$ cat config.mk
export PLATFORM = sky130hd
export DESIGN_NAME = swie_top
export DESIGN_NICKNAME = d
export VERILOG_FILES = /design/src/rtl/swie_top.v
export VERILOG_INCLUDE_DIRS = /design/src /design/src/pkg
export SDC_FILE = /design/constraint.sdc
export NUM_CORES = 1
export LEC_CHECK = 0
export ABC_AREA = 0
export BUFFER_PORTS_ARGS = -buffer_cell sky130_fd_sc_hd__buf_4
export CORE_UTILIZATION = 65
export DETAILED_ROUTE_END_ITERATION = 8
export PLACE_DENSITY = 0.9
export SKIP_CTS_REPAIR_TIMING = 1
export SKIP_LAST_GASP = 1
export SYNTH_ARGS = -nofsm -noshare
export SYNTH_HDL_FRONTEND = slang
export SYNTH_SLANG_ARGS = --single-unit
$ cat constraint.sdc
create_clock -name clk -period 7 [get_ports clk]
set_clock_uncertainty 0.2 [all_clocks]
set_input_delay 1.05 -clock clk [delete_from_list [all_inputs] [get_ports clk]]
set_output_delay 1.05 -clock clk [all_outputs]
set_load 0.02 [all_outputs]
$ cat src/pkg/swie_map.vh
// Constants for the switch interrupt-enable and low-power configuration registers.
// ==========================================================================
// Notes on behaviour
// - A cleared enable bit blocks interrupts from that input's state changes.
// - A set enable bit raises an interrupt on each state change of that input.
// - Host may rewrite enable registers any time; writes apply at once.
// - Implemented enable bits reset to one; bits without channel reset to zero.
// - Reply bit 23 shows the live global fault indicator.
// - Reply bit 22 shows the global interrupt-event flag.
// - In low power, a nonzero wake select wakes and interrupts on expiry.
// - Wake select code zero disables the timed wake entirely.
// - Wake select sits in bits 7 to 4, resets zero, coded periods.
// - Low-power polling events are spaced by the selected polling interval.
// - Poll select sits in bits 3 to 0, resets 1111, coded periods.
// - Each poll turns current sources on for per-group active-poll times.
`ifndef SWIE_MAP_VH
`define SWIE_MAP_VH
// ==========================================================================
// Register addresses and layout.
`define SWIE_ADDR_SP_EN     7'h0D
`define SWIE_ADDR_SG_EN     7'h0E
`define SWIE_ADDR_LPM       7'h0F
`define SWIE_SP_W           12
`define SWIE_SG_W           21
`define SWIE_LPM_W          8
`define SWIE_SP_RST         12'hFFF
`define SWIE_SG_RST         21'h1FFFFF
`define SWIE_LPM_RST        8'h0F
`define SWIE_WAKE_HI        7
`define SWIE_WAKE_LO        4
`define SWIE_POLL_HI        3
`define SWIE_POLL_LO        0
`define SWIE_WAKE_OFF       4'h0
// ==========================================================================
// Frame layout.
`define SWIE_FRAME_BITS     32
`define SWIE_CNT_W          6
`define SWIE_ADDR_HI        31
`define SWIE_ADDR_LO        25
`define SWIE_RW_BIT         24
`define SWIE_FAULT_BIT      23
`define SWIE_FLAG_BIT       22
`define SWIE_DATA_W         22
// ==========================================================================
// Timing.
`define SWIE_CLK_HZ         20000000
`define SWIE_TICK_MS        1
`define SWIE_MS_W           10
`define SWIE_CYC_W          16
`endif

$ cat src/rtl/swie_top.v
// Interrupt-enable and low-power configuration register bank with SPI access.
`timescale 1ns/10ps
`include "swie_map.vh"

module swie_top #(
   parameter TICK_CYC = `SWIE_CLK_HZ / 1000 * `SWIE_TICK_MS,
   parameter [`SWIE_CYC_W-1:0] SG_POLL_CYC = 16'h0014,
   parameter [`SWIE_CYC_W-1:0] SB_POLL_CYC = 16'h0028
) (
   input  wire                  clk,
   input  wire                  rst,
   input  wire                  spi_sclk,
   input  wire                  spi_cs_b,
   input  wire                  spi_mosi,
   output reg                   spi_miso,
   output wire                  spi_miso_oe,
   input  wire [`SWIE_SP_W-1:0] sp_change,
   input  wire [`SWIE_SG_W-1:0] sg_change,
   input  wire                  fault_present,
   input  wire                  low_power,
   output reg                   int_b,
   output reg                   wake_req,
   output reg                   poll_event,
   output reg                   sg_source_on,
   output reg                   sb_source_on
);

   // ==========================================================================
   // Period tables, in milliseconds.
   function [`SWIE_MS_W-1:0] wake_ms;
      input [3:0] code;
      begin
         case (code)
            4'h1: wake_ms = 10'd6;
            4'h2: wake_ms = 10'd12;
            4'h3: wake_ms = 10'd24;
            4'h4: wake_ms = 10'd48;
            4'h5: wake_ms = 10'd96;
            4'h6: wake_ms = 10'd192;
            4'h7: wake_ms = 10'd394;
            4'h8: wake_ms = 10'd4;
            4'h9: wake_ms = 10'd8;
            4'hA: wake_ms = 10'd16;
            4'hB: wake_ms = 10'd32;
            4'hC: wake_ms = 10'd64;
            4'hD: wake_ms = 10'd128;
            4'hE: wake_ms = 10'd256;
            4'hF: wake_ms = 10'd512;
            default: wake_ms = 10'd0;
         endcase
      end
   endfunction

   function [`SWIE_MS_W-1:0] poll_ms;
      input [3:0] code;
      begin
         case (code)
            4'h0: poll_ms = 10'd3;
            4'h1: poll_ms = 10'd6;
            4'h2: poll_ms = 10'd12;
            4'h3: poll_ms = 10'd24;
            4'h4: poll_ms = 10'd48;
            4'h5: poll_ms = 10'd68;
            4'h6: poll_ms = 10'd76;
            4'h7: poll_ms = 10'd128;
            4'h8: poll_ms = 10'd32;
            4'h9: poll_ms = 10'd36;
            4'hA: poll_ms = 10'd40;
            4'hB: poll_ms = 10'd44;
            4'hC: poll_ms = 10'd52;
            4'hD: poll_ms = 10'd56;
            4'hE: poll_ms = 10'd60;
            default: poll_ms = 10'd64;
         endcase
      end
   endfunction

   // ==========================================================================
   // Pin synchronisers; a level counts once the second and third stages agree.
   reg  [2:0] sync_sclk;
   reg  [2:0] sync_cs;
   reg  [2:0] sync_mosi;
   reg        sclk_q;
   reg        cs_b_q;
   reg        mosi_q;
   reg        sclk_prev;
   reg        cs_prev;

   // Three-stage capture of every SPI pin.
   always @(posedge clk) begin
      if (rst) begin
         sync_sclk <= 3'h0;
         sync_cs   <= 3'h7;
         sync_mosi <= 3'h0;
      end else begin
         sync_sclk <= {sync_sclk[1:0], spi_sclk};
         sync_cs   <= {sync_cs[1:0], spi_cs_b};
         sync_mosi <= {sync_mosi[1:0], spi_mosi};
      end
   end

   // Accepted levels only move when the two late stages agree.
   always @(posedge clk) begin
      if (rst) begin
         sclk_q    <= 1'b0;
         cs_b_q    <= 1'b1;
         mosi_q    <= 1'b0;
         sclk_prev <= 1'b0;
         cs_prev   <= 1'b1;
      end else begin
         if (sync_sclk[1] == sync_sclk[2])
            sclk_q <= sync_sclk[2];
         if (sync_cs[1] == sync_cs[2])
            cs_b_q <= sync_cs[2];
         if (sync_mosi[1] == sync_mosi[2])
            mosi_q <= sync_mosi[2];
         sclk_prev <= sclk_q;
         cs_prev   <= cs_b_q;
      end
   end

   wire sclk_rise  = sclk_q & ~sclk_prev;
   wire sclk_fall  = ~sclk_q & sclk_prev;
   wire frame_end  = cs_b_q & ~cs_prev;
   wire frame_open = ~cs_b_q & cs_prev;

   // ==========================================================================
   // Registers and frame state.
   reg  [`SWIE_SP_W-1:0]         sp_irq_en;
   reg  [`SWIE_SG_W-1:0]         sg_irq_en;
   reg  [`SWIE_LPM_W-1:0]        lpm_cfg;
   reg  [`SWIE_FRAME_BITS-1:0]   rx_shift;
   reg  [`SWIE_FRAME_BITS-1:0]   tx_shift;
   reg  [`SWIE_CNT_W-1:0]        bit_cnt;
   reg  [`SWIE_ADDR_HI-`SWIE_RW_BIT:0] last_cmd;
   reg                           interrupt_event_flag;
   reg  [`SWIE_DATA_W-1:0]       read_data;

   wire [3:0] wake_sel = lpm_cfg[`SWIE_WAKE_HI:`SWIE_WAKE_LO];
   wire [3:0] poll_sel = lpm_cfg[`SWIE_POLL_HI:`SWIE_POLL_LO];
   wire [6:0] rx_addr  = rx_shift[`SWIE_ADDR_HI:`SWIE_ADDR_LO];
   wire       rx_write = rx_shift[`SWIE_RW_BIT];
   wire       frame_ok = frame_end && (bit_cnt == `SWIE_FRAME_BITS);
   wire [6:0] prev_addr = last_cmd[`SWIE_ADDR_HI-`SWIE_RW_BIT:1];

   // Read mux on the previous command's address; unused bits stay zero.
   always @* begin
      read_data = {`SWIE_DATA_W{1'b0}};
      case (prev_addr)
         `SWIE_ADDR_SP_EN: read_data[`SWIE_SP_W-1:0] = sp_irq_en;
         `SWIE_ADDR_SG_EN: read_data[`SWIE_SG_W-1:0] = sg_irq_en;
         `SWIE_ADDR_LPM:   read_data[`SWIE_LPM_W-1:0] = lpm_cfg;
         default:          read_data = {`SWIE_DATA_W{1'b0}};
      endcase
   end

   // Shift engine: MOSI is taken on SCLK rising, MISO moves on SCLK falling.
   // The reply is loaded as CS falls, so flags are the ones live at frame start.
   always @(posedge clk) begin
      if (rst) begin
         rx_shift <= {`SWIE_FRAME_BITS{1'b0}};
         tx_shift <= {`SWIE_FRAME_BITS{1'b0}};
         bit_cnt  <= {`SWIE_CNT_W{1'b0}};
         spi_miso <= 1'b0;
      end else if (frame_open) begin
         tx_shift <= {last_cmd, fault_present, interrupt_event_flag, read_data};
         spi_miso <= last_cmd[`SWIE_ADDR_HI-`SWIE_RW_BIT];
         bit_cnt  <= {`SWIE_CNT_W{1'b0}};
      end else if (!cs_b_q) begin
         if (sclk_rise) begin
            rx_shift <= {rx_shift[`SWIE_FRAME_BITS-2:0], mosi_q};
            if (bit_cnt != `SWIE_FRAME_BITS)
               bit_cnt <= bit_cnt + 6'd1;
         end
         if (sclk_fall) begin
            tx_shift <= {tx_shift[`SWIE_FRAME_BITS-2:0], 1'b0};
            spi_miso <= tx_shift[`SWIE_FRAME_BITS-2];
         end
      end
   end

   assign spi_miso_oe = ~cs_b_q;

   // Register writes and command capture on a complete frame only.
   // A short frame is dropped whole, so a glitched CS cannot corrupt state; a long frame acts on its last 32 bits.
   always @(posedge clk) begin
      if (rst) begin
         sp_irq_en <= `SWIE_SP_RST;
         sg_irq_en <= `SWIE_SG_RST;
         lpm_cfg   <= `SWIE_LPM_RST;
         last_cmd  <= 8'h00;
      end else if (frame_ok) begin
         last_cmd <= rx_shift[`SWIE_ADDR_HI:`SWIE_RW_BIT];
         if (rx_write) begin
            case (rx_addr)
               `SWIE_ADDR_SP_EN: sp_irq_en <= rx_shift[`SWIE_SP_W-1:0];
               `SWIE_ADDR_SG_EN: sg_irq_en <= rx_shift[`SWIE_SG_W-1:0];
               `SWIE_ADDR_LPM:   lpm_cfg   <= rx_shift[`SWIE_LPM_W-1:0];
               default:          lpm_cfg   <= lpm_cfg;
            endcase
         end
      end
   end

   // ==========================================================================
   // Millisecond tick divider.
   reg  [`SWIE_CYC_W-1:0] div_cnt;
   reg                    ms_tick;

   // One-cycle enable every millisecond, counted from entry into low power.
   // A free-running divider would let the first period of every timer run
   // up to one tick short; holding it outside low power keeps each period whole.
   always @(posedge clk) begin
      if (rst) begin
         div_cnt <= {`SWIE_CYC_W{1'b0}};
         ms_tick <= 1'b0;
      end else if (!low_power) begin
         div_cnt <= {`SWIE_CYC_W{1'b0}};
         ms_tick <= 1'b0;
      end else if (div_cnt == TICK_CYC[`SWIE_CYC_W-1:0] - 16'd1) begin
         div_cnt <= {`SWIE_CYC_W{1'b0}};
         ms_tick <= 1'b1;
      end else begin
         div_cnt <= div_cnt + 16'd1;
         ms_tick <= 1'b0;
      end
   end

   // ==========================================================================
   // Wake timer and polling schedule, running only in low power.
   reg  [`SWIE_MS_W-1:0]  wake_cnt;
   reg  [`SWIE_MS_W-1:0]  poll_cnt;
   reg  [`SWIE_CYC_W-1:0] sg_cnt;
   reg  [`SWIE_CYC_W-1:0] sb_cnt;

   wire wake_hit = low_power && (wake_sel != `SWIE_WAKE_OFF) && ms_tick &&
                   (wake_cnt >= wake_ms(wake_sel) - 10'd1);
   wire poll_hit = low_power && ms_tick &&
                   (poll_cnt >= poll_ms(poll_sel) - 10'd1);

   // Counters restart on entry to low power; >= catches a period shortened mid-count.
   always @(posedge clk) begin
      if (rst) begin
         wake_cnt   <= {`SWIE_MS_W{1'b0}};
         poll_cnt   <= {`SWIE_MS_W{1'b0}};
         wake_req   <= 1'b0;
         poll_event <= 1'b0;
      end else begin
         wake_req   <= wake_hit;
         poll_event <= poll_hit;
         if (!low_power || wake_sel == `SWIE_WAKE_OFF || wake_hit)
            wake_cnt <= {`SWIE_MS_W{1'b0}};
         else if (ms_tick)
            wake_cnt <= wake_cnt + 10'd1;
         if (!low_power || poll_hit)
            poll_cnt <= {`SWIE_MS_W{1'b0}};
         else if (ms_tick)
            poll_cnt <= poll_cnt + 10'd1;
      end
   end

   // Source-on windows after each poll, timed per channel group.
   always @(posedge clk) begin
      if (rst) begin
         sg_cnt       <= {`SWIE_CYC_W{1'b0}};
         sb_cnt       <= {`SWIE_CYC_W{1'b0}};
         sg_source_on <= 1'b0;
         sb_source_on <= 1'b0;
      end else if (poll_event) begin
         sg_cnt       <= SG_POLL_CYC;
         sb_cnt       <= SB_POLL_CYC;
         sg_source_on <= 1'b1;
         sb_source_on <= 1'b1;
      end else begin
         if (sg_cnt != 16'd0)
            sg_cnt <= sg_cnt - 16'd1;
         if (sb_cnt != 16'd0)
            sb_cnt <= sb_cnt - 16'd1;
         sg_source_on <= (sg_cnt > 16'd1);
         sb_source_on <= (sb_cnt > 16'd1);
      end
   end

   // ==========================================================================
   // Interrupt-event flag and interrupt pin.
   wire enabled_change = |(sp_change & sp_irq_en) | |(sg_change & sg_irq_en);
   wire irq_set        = enabled_change | wake_hit;

   // A completed frame clears the flag it just reported; a new event wins.
   always @(posedge clk) begin
      if (rst) begin
         interrupt_event_flag <= 1'b0;
         int_b                <= 1'b1;
      end else begin
         if (irq_set)
            interrupt_event_flag <= 1'b1;
         else if (frame_ok)
            interrupt_event_flag <= 1'b0;
         int_b <= ~(irq_set | (interrupt_event_flag & ~frame_ok));
      end
   end

endmodule // swie_top

* Word-level counts from Yosys, hierarchy flattened
Memories as Yosys holds them, arrays and structs flattened. A register that Yosys moved wholly into a read port is not among the register bits. Cells that the tools add are included. Widths: inputs -> output; s select.
Word-level totals: memories 2, bits in read-only memories 272, input port bits 40, register bits after elaboration 208, output and inout port bits 7, word-level logic and storage cells 131
Operators by class: multiplexer cells 22, bitwise logic cells 18, order comparisons 4, reductions and logical operators 33, $add $sub $neg 8, equal/unequal tests 13
Memories:
- (no name shown) | words 16, bits a word 9, read ports 1, clocked after memory_dff 1, write ports 0, line swie_top.v:33 | case (code)
- (no name shown) | words 16, bits a word 8, read ports 1, clocked after memory_dff 1, write ports 0, line swie_top.v:57 | case (code)
Operators by type and width (number):
- $mux 31 | 3
- $eq 7x4->1 const B | 6
- $gt 16x1->1 const B | 2
- $reduce_bool 16->1 | 2
- $sub 16x1->16 const B | 2
- $pmux 8 s3 | 1
- $and 21x21->21 | 1
- $reduce_or 21->1 | 1
- $add 10x1->10 const B | 2
- $ge 10x10->1 | 2
- $sub 10x1->10 const B | 2
- $add 16x1->16 const B | 1
- $eq 16x15->1 const B | 1
- $mux 4 | 4
- $reduce_and 3->1 | 5
- $and 12x12->12 | 1
- $mux 6 | 2
- $reduce_or 12->1 | 1
- $mux 5 | 2
- $reduce_or 2->1 | 5
- $mux 9 | 1
- $mux 1 | 8
- $not 1->1 | 8
- $pmux 4 s2 | 1
- 15 further kinds | 34

* Longest topological paths before layout
depth after elaboration 7, mapped depth 12, gate-level depth less buffers 11

* Worst setup path after synthesis
Ideal clock, no wire load.
kind input-to-reg, start point in rst, end point reg (tool-made name), library setup time 0.134 ns, setup slack 3.875 ns, data arrival time 2.791 ns, required time 6.666 ns, stages 8, path buffers 4, cells stage by stage clkbuf_1 > clkbuf_1 > clkbuf_1 > clkbuf_1 > nor2_1 > ha_1 > a221oi_1 > o21ai_1
RTL lines:
- start: declaration | line swie_top.v:11 | input wire rst,

* Worst setup path after layout
start point reg last_cmd[2], end point reg tx_shift[17]
On the way: cells in the longest elaborated chain, start to end 3
Ends and longest elaborated chain:
- start: declaration | line swie_top.v:135 | reg [`SWIE_ADDR_HI-`SWIE_RW_BIT:0] last_cmd;
- start signal: assignment | line swie_top.v:193 | last_cmd <= rx_shift[`SWIE_ADDR_HI:`SWIE_RW_BIT];
- $eq 7x4->1 | line swie_top.v:149 | case (prev_addr)
- $mux 9 | line swie_top.v:149
- $mux 31 | line swie_top.v:165 | end else if (frame_open) begin
- end signal: assignment | line swie_top.v:162 | tx_shift <= {`SWIE_FRAME_BITS{1'b0}};
- end signal: assignment | line swie_top.v:166 | tx_shift <= {last_cmd, fault_present, interrupt_event_flag, read_data};
- end signal: assignment | line swie_top.v:176 | tx_shift <= {tx_shift[`SWIE_FRAME_BITS-2:0], 1'b0};
- end: declaration | line swie_top.v:133 | reg [`SWIE_FRAME_BITS-1:0] tx_shift;
Every way passes these cells. A chain may end at the register's enable or synchronous reset.

==> metrics.txt <==
status=finished clean; first-pass GRT wire length=36.2 mm; antenna cell count=0; Longest Clk Path Bufs=3; max cap viols=0; DR pass1 iterations=9; Seq/Total Area, Yosys=0.449; CP Capture Type=flop; Iter 0 DRT Violations=661; placed inst area=10400 sq um; RSZ-0062 raised after global routing=false; antenna violations before repair=0; Slew Limit Fails=0; Fin Setup TNS=0 ns; number of global-route vias before repair=7798; maximum number of pins on one net before global-route repair=93; Leakage=0.00431 uW; drt wl/cell=16.1 um; Synth area leader=dfxtp_1; post-synthesis cell area=around 10000 sq um; PortBufs=46; Worst Tran Pin Value=approximately 1.3 ns; hold depth=1; Die W=approximately 130 um; Synth top cells by count=dfxtp_1, nand2_1, nor2_1; DP HPWL=14.3 mm; largest fanout on the critical path=13; top cell type's share of synthesized area=0.449; Syn Nets=1206; drt drc=0; Syn. warnings=0; gp weighted congestion=0.862; peak supply drop=between 0.2 and 0.3 mV; Worst EP required=7.25 ns; Vias=8270; worst slew margin relative to its limit=0.157; Total Die Area=15900 sq um; CTS tree=yes; initial cell density of the core=0.662; top-count cell post-synth=dfxtp_1; CP Launch Type=flop; CTS H-Tree Depth=1; Via density=6.10; post-route cell area=11300 sq um; clk sinks=225; chip height=126 um; layout cells sized above 1=0.107; Mean Syn Cell Area=8.89 sq um; Setup Crit Path Kind=flop to flop; cts bufs inserted=24; setup violators final=0; hold crit path type=flop to flop; Synth async-reset ratio=0; Fin. Hold Viols=0; CTS Root Cell=clkbuf_16; GRT Total Usage=0.274; Synth-to-Final Area Change=12.4%; flops & latches, synth=225; core area=15100 sq um; achievable frequency=~300 MHz; clock-pin slew on the worst setup and hold paths=0.06 ns; data arrival time of the worst path=approximately 3.6 ns; Primary FF master, synth=dfxtp_1; Clock Latency Late Sink=0.51 ns; final period utilization=0.478; Area contributors post-synth=dfxtp_1, nand2_1, ha_1; Worst Reg2Reg Path Length in Cells=5; Post-Syn Instances=1128; number of library cell types mapped by synthesis=65; Cell Rows=45; Period minus WS final=3.35 ns; final WL=approximately 22 mm; I/O pin count=between 40 and 50; Post-synth EDFFs=0; gr ovfl total=0; layout net count=1229; remaining antenna violation count=0; PD cells=between 200 and 300 nW/um^2
==> registers in the layout, summed over array words and instances (netlist names), 3 cells and up, named ones only <==
name       flops
poll_cnt      10
sb_cnt        16
sg_cnt        16
sp_irq_en     12
last_cmd       8
sync_sclk      3
wake_cnt      10
sync_mosi      3
div_cnt       16
sg_irq_en     21
bit_cnt        6
rx_shift      32
tx_shift      31
sync_cs        3
lpm_cfg        8
==> power breakdown <==
part           switching, uW  internal, uW  total (uW)
clock                    503           821        1320
combinational            315           228         544
sequential              73.2          1360        1430
==> layer usage <==
metal | up-vias | track usage | part of all wire
li1 | 4047 | - | -
met2 | 236 | 0.483 | 0.49
met4 | 0 | 0.0936 | 0.023
met1 | 3940 | 0.343 | 0.44
met3 | 47 | 0.0391 | 0.049
met5 | - | 0 | 0
==> critical path: stages (launching register included) <==
cell,delay (ns)
dfxtp_1,0.70
nor2b_1,0.81
inv_1,0.09
nor3_1,1.02
a222oi_1,0.29
nor2_1,0.18
==> layout make-up <==
cell class / instances / area (sq um)
fill: 1029 / 3870
tap: 188 / 235
clock buffer: 32 / 671
multi-input combinational: 822 / 5210
clock inverter: 11 / 169
inverter: 25 / 93.8
timing repair buffer: 53 / 398
sequential: 225 / 4500
==> stage by stage <==
| stage | setup WS, ns | hold slack (ns) | util | power, uW | instances |
|---|---|---|---|---|---|
| floorplan | 3.87 | 0.189 | - | 1870 | 1128 |
| global placement | 3.35 | 0.193 | 0.689 | 1970 | 1313 |
| detailed placement | 3.32 | 0.194 | 0.689 | 1990 | 1313 |
| CTS | 3.82 | 0.208 | 0.745 | 3310 | 1356 |
| global route | 3.57 | 0.229 | 0.745 | 3460 | 1356 |
| finish | 3.65 | 0.206 | 0.745 | 3300 | 1356 |
==> path summary, 6_finish.rpt <==
path                            start                        end  slack, ns
max          last_cmd[2]$_SDFFE_PP0P_  tx_shift[17]$_SDFFE_PP0P_       3.65
min             sync_cs[0]$_SDFF_PP1_      sync_cs[1]$_SDFF_PP1_       0.21
min reg2reg     sync_cs[0]$_SDFF_PP1_      sync_cs[1]$_SDFF_PP1_       0.21
max reg2reg  last_cmd[2]$_SDFFE_PP0P_  tx_shift[17]$_SDFFE_PP0P_       3.65
==> cells by family (layout without fill, tap and decap cells) <==
| group | after synthesis | in the layout | share of synthesized area |
|---|---|---|---|
| AOI/OAI and AO/OA | 205 | 205 | 0.141 |
| adders and majority gates | 38 | 38 | 0.0474 |
| xor gates and xnor gates | 61 | 61 | 0.0533 |
| muxes | 39 | 39 | 0.0413 |
| buffers and inverters | 81 | 121 | 0.0319 |
| and+or+nand+nor | 479 | 479 | 0.236 |
| DFF | 225 | 225 | 0.449 |
==> cells in the final DEF, fill, tap and decap left out, types with 4 or more instances in the layout <==
cell / synthesis / layout
inv_1: 21 / 21
buf_4: 1 / 53
clkbuf_8: 0 / 4
nand4b_1: 4 / 4
a222oi_1: 26 / 26
nor2b_1: 31 / 30
and3_1: 11 / 11
nor2_1: 120 / 120
clkinv_2: 0 / 5
a21oi_1: 81 / 81
clkbuf_16: 0 / 24
mux2_2: 13 / 13
dfxtp_1: 225 / 225
xor2_1: 34 / 34
xnor2_1: 27 / 27
nor3b_1: 4 / 4
a22o_1: 11 / 11
nand3b_1: 26 / 26
nand2_1: 155 / 155
a22oi_1: 14 / 14
a211oi_1: 6 / 6
ha_1: 38 / 38
nand2b_1: 11 / 11
clkbuf_1: 46 / 4
a221oi_1: 4 / 4
nor4_1: 10 / 10
or2_2: 8 / 8
mux2i_1: 24 / 24
a211o_1: 17 / 17
bufinv_16: 0 / 4
or3_1: 15 / 15
nand4_1: 12 / 12
nor3_1: 23 / 23
or4_1: 9 / 9
nand3_1: 24 / 24
o21ai_0: 17 / 17
No activity file was read; power rests on OpenSTA's default activity.
